$ cat config.mk
export PLATFORM = sky130hd
export DESIGN_NAME = hms_homing
export DESIGN_NICKNAME = d
export VERILOG_FILES = /design/src/hms_pkg.sv /design/src/hms_homing.sv /design/src/hms_in_sync.sv
export SDC_FILE = /design/constraint.sdc
export NUM_CORES = 1
export LEC_CHECK = 0
export ABC_AREA = 1
export BUFFER_PORTS_ARGS = -buffer_cell sky130_fd_sc_hd__buf_2
export CELL_PAD_IN_SITES_DETAIL_PLACEMENT = 1
export CELL_PAD_IN_SITES_GLOBAL_PLACEMENT = 2
export CORE_MARGIN = 5
export CORE_UTILIZATION = 32
export CTS_CLUSTER_DIAMETER = 40
export CTS_CLUSTER_SIZE = 14
export DETAILED_ROUTE_END_ITERATION = 6
export PLACE_DENSITY = 0.87
export SYNTH_ARGS = -nofsm -noshare
export SYNTH_HDL_FRONTEND = slang
export SYNTH_SLANG_ARGS = --single-unit
$ cat constraint.sdc
create_clock -name sys_clk_i -period 3.5 [get_ports sys_clk_i]
set_clock_uncertainty 0.15 [all_clocks]
set_input_delay 0.175 -clock sys_clk_i [delete_from_list [all_inputs] [get_ports sys_clk_i]]
set_output_delay 0.175 -clock sys_clk_i [all_outputs]
set_load 0.1 [all_outputs]
$ cat src/hms_pkg.sv
// constants, register map and types for the homing sequencer
package hms_pkg;
	localparam int          ADDR_W       = 8;
	localparam int          DATA_W       = 32;
	localparam int          POS_W        = 32;
	localparam int          CW_W         = 16;
	localparam int          METH_W       = 8;
	localparam int          STEP_W       = 3;
	localparam int          IN_W         = 4;

	// register byte offsets
	localparam logic [7:0]  REG_CTRL     = 8'h00;
	localparam logic [7:0]  REG_METHOD   = 8'h04;
	localparam logic [7:0]  REG_HTYPE    = 8'h08;
	localparam logic [7:0]  REG_HOFFS    = 8'h0c;
	localparam logic [7:0]  REG_STATUS   = 8'h10;
	localparam logic [7:0]  REG_POS      = 8'h14;

	// reset values
	localparam logic [15:0] CTRL_RST     = 16'h0000;
	localparam logic [7:0]  METHOD_RST   = 8'h00;
	localparam logic        HTYPE_RST    = 1'b0;
	localparam logic [31:0] HOFFS_RST    = 32'h0000_0000;
	localparam logic [31:0] ADJ_RST      = 32'h0000_0000;

	// control word values and fields
	localparam logic [15:0] CW_ARMED     = 16'h000f;
	localparam logic [15:0] CW_TRIGGER   = 16'h001f;
	localparam int          CW_FRST_BIT  = 7;

	// status bit positions
	localparam int          ST_BUSY      = 0;
	localparam int          ST_DONE      = 1;
	localparam int          ST_ERR       = 2;
	localparam int          ST_ALARM     = 3;

	// input vector lanes
	localparam int          IN_HS        = 0;
	localparam int          IN_PL        = 1;
	localparam int          IN_NL        = 2;
	localparam int          IN_IDX       = 3;

	// homing method codes
	localparam logic [7:0]  M_HS_REV_ON  = 8'h1d;
	localparam logic [7:0]  M_HS_REV_OFF = 8'h1e;
	localparam logic [7:0]  M_RSVD_A     = 8'h1f;
	localparam logic [7:0]  M_RSVD_B     = 8'h20;
	localparam logic [7:0]  M_IDX_REV    = 8'h21;
	localparam logic [7:0]  M_IDX_FWD    = 8'h22;
	localparam logic [7:0]  M_HERE       = 8'h23;

	localparam logic        HT_ABS       = 1'b0;
	localparam logic        HT_REL       = 1'b1;

	typedef enum logic [1:0] {
		HS_IDLE   = 2'b00,
		HS_RUN    = 2'b01,
		HS_HALT   = 2'b10,
		HS_FINISH = 2'b11
	} hms_state_e;

	typedef enum logic [1:0] {
		EV_HS_ON  = 2'b00,
		EV_HS_OFF = 2'b01,
		EV_INDEX  = 2'b10
	} hms_ev_e;

	typedef enum logic [1:0] {
		ACT_SLOW  = 2'b00,
		ACT_NEXT  = 2'b01,
		ACT_HOME  = 2'b10
	} hms_act_e;

	typedef struct packed {
		logic              fwd;
		logic              fast;
		hms_ev_e           ev;
		hms_act_e          act;
		logic [STEP_W-1:0] nxt;
	} hms_step_s;
endpackage

$ cat src/hms_homing.sv
// homing sequencer for methods 29 to 35 with register port
`timescale 1ns/1ns
module hms_homing (
	input  wire logic                       sys_clk_i,
	input  wire logic                       sys_rst_i,
	input  wire logic [hms_pkg::ADDR_W-1:0] addr_i,
	input  wire logic [hms_pkg::DATA_W-1:0] wdata_i,
	input  wire logic                       wr_i,
	input  wire logic                       rd_i,
	output logic      [hms_pkg::DATA_W-1:0] rdata_o,
	input  wire logic                       home_switch_i,
	input  wire logic                       positive_travel_limit_i,
	input  wire logic                       negative_travel_limit_i,
	input  wire logic                       index_pulse_i,
	input  wire logic                       motion_stopped_i,
	input  wire logic [hms_pkg::POS_W-1:0]  enc_pos_i,
	output logic                            move_fwd_o,
	output logic                            move_rev_o,
	output logic                            speed_fast_o,
	output logic                            busy_o,
	output logic                            home_done_o,
	output logic                            home_err_o,
	output logic                            alarm_o,
	output logic      [hms_pkg::POS_W-1:0]  pos_fb_o
);
	import hms_pkg::*;
	typedef struct packed {
		hms_state_e        st;
		logic [STEP_W-1:0] step;
		logic              lhit;
		logic [CW_W-1:0]   ctl;
		logic [METH_W-1:0] meth;
		logic              htype;
		logic [POS_W-1:0]  hoff;
		logic [POS_W-1:0]  adj;
		logic              busy;
		logic              done;
		logic              err;
		logic              alarm;
		logic              fwd;
		logic              rev;
		logic              fast;
		logic [DATA_W-1:0] rdata;
		logic [POS_W-1:0]  pos;
	} hms_regs_s;

	hms_regs_s r_reg;
	hms_regs_s r_next;
	logic [IN_W-1:0] lvl;
	logic [IN_W-1:0] rise;
	logic [IN_W-1:0] fall;
	logic            start;
	logic            frst;
	logic            rev_m;
	logic            own_lv;
	logic            own_rise;
	logic            opp_lv;
	logic            toward;
	logic            abort;
	logic            first_hit;
	logic            ev_hit;
	hms_step_s       cur;
	hms_in_sync #(
		.W(IN_W)
	) u_sync (
		.sys_clk_i(sys_clk_i),
		.sys_rst_i(sys_rst_i),
		.raw_i    ({index_pulse_i, negative_travel_limit_i, positive_travel_limit_i, home_switch_i}),
		.lvl_o    (lvl),
		.rise_o   (rise),
		.fall_o   (fall)
	);
	// move plan per method and step
	function automatic hms_step_s step_entry(input logic [METH_W-1:0] m, input logic [STEP_W-1:0] s);
		hms_step_s e;
		e = '{fwd: 1'b0, fast: 1'b0, ev: EV_INDEX, act: ACT_HOME, nxt: 3'h0};
		case (m)
			M_HS_REV_ON: begin
				case (s)
					3'h0: e = '{1'b0, 1'b1, EV_HS_ON, ACT_SLOW, 3'h1};
					3'h1: e = '{1'b0, 1'b0, EV_HS_OFF, ACT_NEXT, 3'h2};
					3'h2: e = '{1'b1, 1'b0, EV_HS_ON, ACT_HOME, 3'h0};
					3'h3: e = '{1'b1, 1'b1, EV_HS_ON, ACT_NEXT, 3'h4};
					3'h4: e = '{1'b0, 1'b0, EV_HS_OFF, ACT_NEXT, 3'h2};
					default: e = '{1'b0, 1'b0, EV_INDEX, ACT_HOME, 3'h0};
				endcase
			end
			M_HS_REV_OFF: begin
				case (s)
					3'h0: e = '{1'b0, 1'b1, EV_HS_ON, ACT_SLOW, 3'h1};
					3'h1: e = '{1'b0, 1'b0, EV_HS_OFF, ACT_NEXT, 3'h2};
					3'h2: e = '{1'b1, 1'b0, EV_HS_ON, ACT_NEXT, 3'h3};
					3'h3: e = '{1'b0, 1'b0, EV_HS_OFF, ACT_HOME, 3'h0};
					3'h4: e = '{1'b1, 1'b1, EV_HS_ON, ACT_NEXT, 3'h3};
					default: e = '{1'b0, 1'b0, EV_INDEX, ACT_HOME, 3'h0};
				endcase
			end
			M_IDX_REV: e = '{s[0], 1'b0, EV_INDEX, ACT_HOME, 3'h0};
			M_IDX_FWD: e = '{~s[0], 1'b0, EV_INDEX, ACT_HOME, 3'h0};
			default: e = '{1'b0, 1'b0, EV_INDEX, ACT_HOME, 3'h0};
		endcase
		return e;
	endfunction
	// step that follows the first hit on the limit the method turns at
	function automatic logic [STEP_W-1:0] recover_step(input logic [METH_W-1:0] m);
		case (m)
			M_HS_REV_ON:  return 3'h3;
			M_HS_REV_OFF: return 3'h4;
			default:      return 3'h1;
		endcase
	endfunction

	assign start     = wr_i && addr_i == REG_CTRL && wdata_i[CW_W-1:0] == CW_TRIGGER && r_reg.ctl == CW_ARMED;
	assign frst      = wr_i && addr_i == REG_CTRL && wdata_i[CW_FRST_BIT] && !r_reg.ctl[CW_FRST_BIT];
	assign rev_m     = r_reg.meth != M_IDX_FWD;
	assign own_lv    = rev_m ? lvl[IN_NL] : lvl[IN_PL];
	assign own_rise  = rev_m ? rise[IN_NL] : rise[IN_PL];
	assign opp_lv    = rev_m ? lvl[IN_PL] : lvl[IN_NL];
	assign toward    = rev_m ? r_reg.rev : r_reg.fwd;
	// limits are watched in HS_HALT too, the axis still coasts; HS_FINISH does not act on them
	assign abort     = r_reg.st != HS_IDLE && (opp_lv || (r_reg.lhit && own_rise));
	assign first_hit = r_reg.st == HS_RUN && !r_reg.lhit && own_lv && toward;
	assign cur       = step_entry(r_reg.meth, r_reg.step);
	assign ev_hit    = cur.ev == EV_HS_ON ? rise[IN_HS] : (cur.ev == EV_HS_OFF ? fall[IN_HS] : rise[IN_IDX]);

	always_comb begin
		r_next       = r_reg;
		r_next.rdata = '0;
		r_next.fwd   = 1'b0;
		r_next.rev   = 1'b0;
		r_next.fast  = 1'b0;
		r_next.pos   = enc_pos_i + r_reg.adj;
		if (rd_i) begin
			case (addr_i)
				REG_CTRL:   r_next.rdata[CW_W-1:0] = r_reg.ctl;
				REG_METHOD: r_next.rdata[METH_W-1:0] = r_reg.meth;
				REG_HTYPE:  r_next.rdata[0] = r_reg.htype;
				REG_HOFFS:  r_next.rdata = r_reg.hoff;
				REG_STATUS: begin
					r_next.rdata[ST_BUSY]  = r_reg.busy;
					r_next.rdata[ST_DONE]  = r_reg.done;
					r_next.rdata[ST_ERR]   = r_reg.err;
					r_next.rdata[ST_ALARM] = r_reg.alarm;
				end
				REG_POS:    r_next.rdata = r_reg.pos;
				default:    r_next.rdata = '0;
			endcase
		end
		if (wr_i) begin
			case (addr_i)
				REG_CTRL:   r_next.ctl = wdata_i[CW_W-1:0];
				REG_METHOD: r_next.meth = r_reg.busy ? r_reg.meth : wdata_i[METH_W-1:0];
				REG_HTYPE:  r_next.htype = wdata_i[0];
				REG_HOFFS:  r_next.hoff = wdata_i;
				default:    r_next.ctl = r_reg.ctl;
			endcase
		end
		// fault reset clears first so a flag raised in the same cycle survives
		if (frst) begin
			r_next.done  = 1'b0;
			r_next.err   = 1'b0;
			r_next.alarm = 1'b0;
		end
		case (r_reg.st)
			HS_IDLE: begin
				if (start) begin
					r_next.done = 1'b0;
					r_next.err  = 1'b0;
					case (r_reg.meth)
						M_HS_REV_ON, M_HS_REV_OFF, M_IDX_REV, M_IDX_FWD: begin
							r_next.busy = 1'b1;
							r_next.lhit = 1'b0;
							r_next.st   = HS_RUN;
							r_next.step = 3'h0;
							if (lvl[IN_HS] && r_reg.meth == M_HS_REV_ON) begin
								r_next.step = 3'h1;
							end else if (lvl[IN_HS] && r_reg.meth == M_HS_REV_OFF) begin
								r_next.step = 3'h3;
							end
						end
						M_HERE: begin
							r_next.done = 1'b1;
							r_next.adj  = r_reg.htype == HT_ABS ? r_reg.hoff - enc_pos_i : r_reg.adj + r_reg.hoff;
						end
						default: r_next.err = 1'b1;
					endcase
				end
			end
			HS_RUN: begin
				if (!(abort || first_hit || (ev_hit && cur.act != ACT_SLOW))) begin
					r_next.fwd  = cur.fwd;
					r_next.rev  = !cur.fwd;
					r_next.fast = cur.fast;
				end
				if (abort) begin
					r_next.st    = HS_IDLE;
					r_next.busy  = 1'b0;
					r_next.err   = 1'b1;
					r_next.alarm = 1'b1;
				end else if (first_hit) begin
					r_next.lhit = 1'b1;
					r_next.step = recover_step(r_reg.meth);
					r_next.st   = HS_HALT;
				end else if (ev_hit) begin
					r_next.step = cur.nxt;
					if (cur.act == ACT_SLOW) begin
						r_next.fast = 1'b0;
					end else if (cur.act == ACT_HOME) begin
						r_next.st = HS_FINISH;
					end else begin
						r_next.st = HS_HALT;
					end
				end
			end
			HS_HALT: begin
				if (abort) begin
					r_next.st    = HS_IDLE;
					r_next.busy  = 1'b0;
					r_next.err   = 1'b1;
					r_next.alarm = 1'b1;
				end else if (motion_stopped_i) begin
					r_next.st = HS_RUN;
				end
			end
			HS_FINISH: begin
				// home is the stop position, so offsets apply once the axis is still
				if (motion_stopped_i) begin
					r_next.st   = HS_IDLE;
					r_next.busy = 1'b0;
					r_next.done = 1'b1;
					r_next.adj  = r_reg.htype == HT_ABS ? r_reg.hoff - enc_pos_i : r_reg.adj + r_reg.hoff;
				end
			end
			default: r_next.st = HS_IDLE;
		endcase
	end
	always_ff @(posedge sys_clk_i) begin
		if (sys_rst_i) begin
			r_reg       <= '0;
			r_reg.st    <= HS_IDLE;
			r_reg.ctl   <= CTRL_RST;
			r_reg.meth  <= METHOD_RST;
			r_reg.htype <= HTYPE_RST;
			r_reg.hoff  <= HOFFS_RST;
			r_reg.adj   <= ADJ_RST;
		end else begin
			r_reg <= r_next;
		end
	end
	assign rdata_o      = r_reg.rdata;
	assign move_fwd_o   = r_reg.fwd;
	assign move_rev_o   = r_reg.rev;
	assign speed_fast_o = r_reg.fast;
	assign busy_o       = r_reg.busy;
	assign home_done_o  = r_reg.done;
	assign home_err_o   = r_reg.err;
	assign alarm_o      = r_reg.alarm;
	assign pos_fb_o     = r_reg.pos;
endmodule

$ cat src/hms_in_sync.sv
// two-stage synchroniser with edge detection for the axis inputs
`timescale 1ns/1ns
module hms_in_sync #(
	parameter int W = 4
) (
	input  wire logic         sys_clk_i,
	input  wire logic         sys_rst_i,
	input  wire logic [W-1:0] raw_i,
	output logic      [W-1:0] lvl_o,
	output logic      [W-1:0] rise_o,
	output logic      [W-1:0] fall_o
);
	typedef struct packed {
		logic [W-1:0] s1;
		logic [W-1:0] s2;
		logic [W-1:0] s3;
	} hms_sync_s;

	hms_sync_s r_reg;
	hms_sync_s r_next;

	// s1 feeds s2 only; edges come from s2 against s3
	always_comb begin
		r_next    = r_reg;
		r_next.s1 = raw_i;
		r_next.s2 = r_reg.s1;
		r_next.s3 = r_reg.s2;
	end

	always_ff @(posedge sys_clk_i) begin
		if (sys_rst_i) begin
			r_reg <= '0;
		end else begin
			r_reg <= r_next;
		end
	end

	assign lvl_o  = r_reg.s2;
	assign rise_o = r_reg.s2 & ~r_reg.s3;
	assign fall_o = ~r_reg.s2 & r_reg.s3;
endmodule

==> impl_metrics.env <==
export IMPL_num_rows=71
export IMPL_avgSynthCellArea_um2=6.48
export IMPL_grtUsageMet1=0.311
export IMPL_drtAntennaViolNets=0
export IMPL_synth_most_common_cell="nand2_1"
export IMPL_worst_path_max_fanout=5
export IMPL_cpMostUsedCell="nand2_1"
export IMPL_synth_seq_cells=178
export IMPL_portBuffers=151
export IMPL_synth_top_cell_by_area="dfxtp_1"
export IMPL_final_area_mm2=0.0140
export IMPL_grt_use_met2=0.405
export IMPL_drive_gt1_frac=0.122
export IMPL_die_h_um=204
export IMPL_power_leakage_nw=6.55
export IMPL_fill_cells=4855
export IMPL_largest_reg_flops=95
export IMPL_gr_usage_met3=0.0242
export IMPL_syn_inst=1852
export IMPL_status="finished clean"
export IMPL_cts_max_level=4
export IMPL_ys_flop_type="dfxtp_1"
export IMPL_final_max_slew_viol_count=0
export IMPL_finalWirelength_mm=49.1
export IMPL_vias=12900
export IMPL_grtUsageTotal=0.233
export IMPL_critPathKind="primary input to flip-flop"
export IMPL_slowest_delay_ns=0.51
export IMPL_root_buffer="clkbuf_16"
export IMPL_cellPowerDensity_mw_per_mm2=335
export IMPL_synth_edf_count=0
export IMPL_reg2reg_setup_slack_ns=0.34
export IMPL_netlist_top_cells_area="dfxtp_1 30%, nand2_1 12%, nor2_1 8.9%, a21oi_1 8.8%, ha_1 7.7%"
export IMPL_hp_class="primary input to flip-flop"
export IMPL_setup_viol=0
export IMPL_wire_per_inst_um=19.8
export IMPL_dr_pass1_iters=4
export IMPL_grt_max_degree=88
export IMPL_cp_slowest_cell="nor4_1"
export IMPL_synth_top_cells_by_count="394 x nand2_1, 283 x nor2_1, 212 x a21oi_1"
export IMPL_critPathCapture="r_reg[102]"
export IMPL_clkTransAtPathRegs_ns=0.09
export IMPL_gr_total_overflow=0
export IMPL_initial_core_util=0.322
export IMPL_synth_nets=2009
export IMPL_max_cap_viol_count=0
export IMPL_clock_path_buffers=2
export IMPL_ys_warn_count=0
export IMPL_ys_types=50
export IMPL_cp_required_ns=3.68
export IMPL_startpoint_type="primary input"
export IMPL_reg2reg_depth=17
export IMPL_clock_latency_ns=0.47
export IMPL_register_area_mm2=0.00356
export IMPL_post_cts_buffers=0
export IMPL_fin_cells=2483
export IMPL_r2r_end="r_reg[94]"
export IMPL_dpl_cell_area_mm2=0.0130
export IMPL_crit_chain="buf_2 -> nor4_1 -> nand3_1 -> buf_4 -> nor3_1 -> xor2_1 -> a21oi_1 -> ha_1 -> nand2_1 -> nor3_1 -> nand2_1 -> nor3_1 -> nand2_1 -> nand2_1 -> nand3_1 -> nand3_1 -> a21oi_1"
export IMPL_synthArstFlopShare=0
export IMPL_rr_startpoint="r_reg[135]"
export IMPL_cts_sinks=178
export IMPL_areaGrowthSynthToFinish_pct=16.7
export IMPL_numCtsBuffers=17
export IMPL_vias_per_cell=5.18
export IMPL_max_freq_mhz=316
export IMPL_drc=0
export IMPL_crit_start="enc_pos_i[18]"
export IMPL_worst_slew_pin_slew_ns=0.882
export IMPL_nNetsFinal=2153
export IMPL_dpl_cell_count=2413
export IMPL_die_area_mm2=0.0415
export IMPL_synth_top_cell_area_share=0.297
export IMPL_rsz0062_at_grt="false"
export IMPL_grt_most_used_layer="met2"
export IMPL_core_area_mm2=0.0373
export IMPL_ir_worst_vdd_v=0.000273
export IMPL_pre_cts_slack_ns=-0.171
export IMPL_grt_pass1_wl_mm=76.0
export IMPL_worst_slack_ns=0.331
export IMPL_arrival_ns=3.35
export IMPL_min_period_ns=3.17
export IMPL_relSlewSlack=0.411
export IMPL_diodes=0
export IMPL_gp_congestion=0.907
export IMPL_drtIter0Drc=614
export IMPL_antenna_found_initial=0
export IMPL_period_share=0.905
export IMPL_hold_violations=0
export IMPL_multiInputGateArea_mm2=0.00710
export IMPL_fp_dieW_um=204
export IMPL_dp_hpwl_mm=39.4
export IMPL_ys_seq_area_frac=0.297
export IMPL_ios=152
export IMPL_netlist_area_mm2=0.0120
export IMPL_endpoint_kind="flip-flop"
export IMPL_hold_ws_ns=0.0837
export IMPL_first_global_vias=13400
export IMPL_tritoncts="yes"
-- worst min-delay path by stage --
stage	from	endpoint	slack [ns]	depth (start not counted)
6_report	enc_pos_i[2]	pos_fb_o[2]	0.08	4
5_1_grt	enc_pos_i[5]	pos_fb_o[5]	0.11	3
4_1_cts	enc_pos_i[2]	pos_fb_o[2]	0.07	4
3_5_place_dp	home_switch_i	u_sync.r_next[4]	0.24	3
3_3_place_gp	home_switch_i	u_sync.r_next[4]	0.24	3
2_1_floorplan	home_switch_i	u_sync.r_next[4]	0.13	2
-- report_power, final --
group          internal (mW)  total, mW  switching [mW]
clock                   1.05       2.00           0.944
combinational          0.180      0.630           0.450
sequential              2.05       2.07          0.0208
total                   3.28       4.70            1.41
-- timing repair --
item / CTS / global route
setup endpoints to repair: 0 / 3
gates resized for setup: 0 / 2
hold endpoints to repair: 62 / 0
hold buffers: 38 / 0
-- cell families after synthesis --
group,count (synthesis),share of synthesized area
fa+ha+maj,76,0.0805
simple gates,847,0.293
flops,178,0.297
xor+xnor,32,0.0234
buf+inv,288,0.112
compound gates,431,0.194
-- worst max-delay path: cells and delay by family --
family                   cells  cell delay (ns)
AND/OR/NAND/NOR             11             2.12
AO/OA/AOI/OAI                2             0.14
adder cells (fa/ha/maj)      1             0.36
XOR/XNOR                     1             0.20
buffers and inverters        2             0.34
-- metrics by stage --
| stage | setup TNS [ns] | power, mW | util |
|---|---|---|---|
| after floorplan | 0 | 2.52 | - |
| after global placement | -0.761 | 2.70 | 0.349 |
| after detailed placement | -0.959 | 2.71 | 0.349 |
| after CTS | 0 | 4.73 | 0.375 |
| after global routing | 0 | 4.85 | 0.375 |
| final | 0 | 4.70 | 0.375 |
-- cell type report --
cell class / instances / area share
clock buffer: 20 / 0.0333
clock inverter: 12 / 0.00858
tap: 474 / 0.0423
sequential: 178 / 0.254
timing repair buffer: 235 / 0.107
multi-input combinational: 1386 / 0.507
inverter: 178 / 0.0477
-- placed cells by master, fill, tap and decap left out, types with 4 or more instances in the layout --
cell	netlist	final
nand2_1	394	394
inv_6	0	4
dfxtp_1	178	178
a21o_1	13	13
dlygate4sd3_1	0	38
nand3_1	86	86
nand3b_1	5	5
clkinvlp_4	0	4
or2_2	5	5
xor2_1	22	22
nor4_1	8	7
nor2_1	283	282
a21oi_1	212	212
nand4_1	23	23
a221oi_1	4	4
clkbuf_16	0	17
o21ai_0	154	153
o21a_1	7	7
inv_1	176	175
buf_4	66	45
a22o_1	4	4
nor3_1	28	28
buf_2	6	151
nor3b_1	4	4
o21bai_1	7	7
xnor2_1	10	10
ha_1	74	74
a31oi_1	12	12
-- layer usage --
metal  vias up  wire, um
li1       6341         -
met1      6245     23000
met2       238     23600
met3        46      1660
met4         0       848
met5         -         0
No activity file was read; power rests on OpenSTA's default activity.
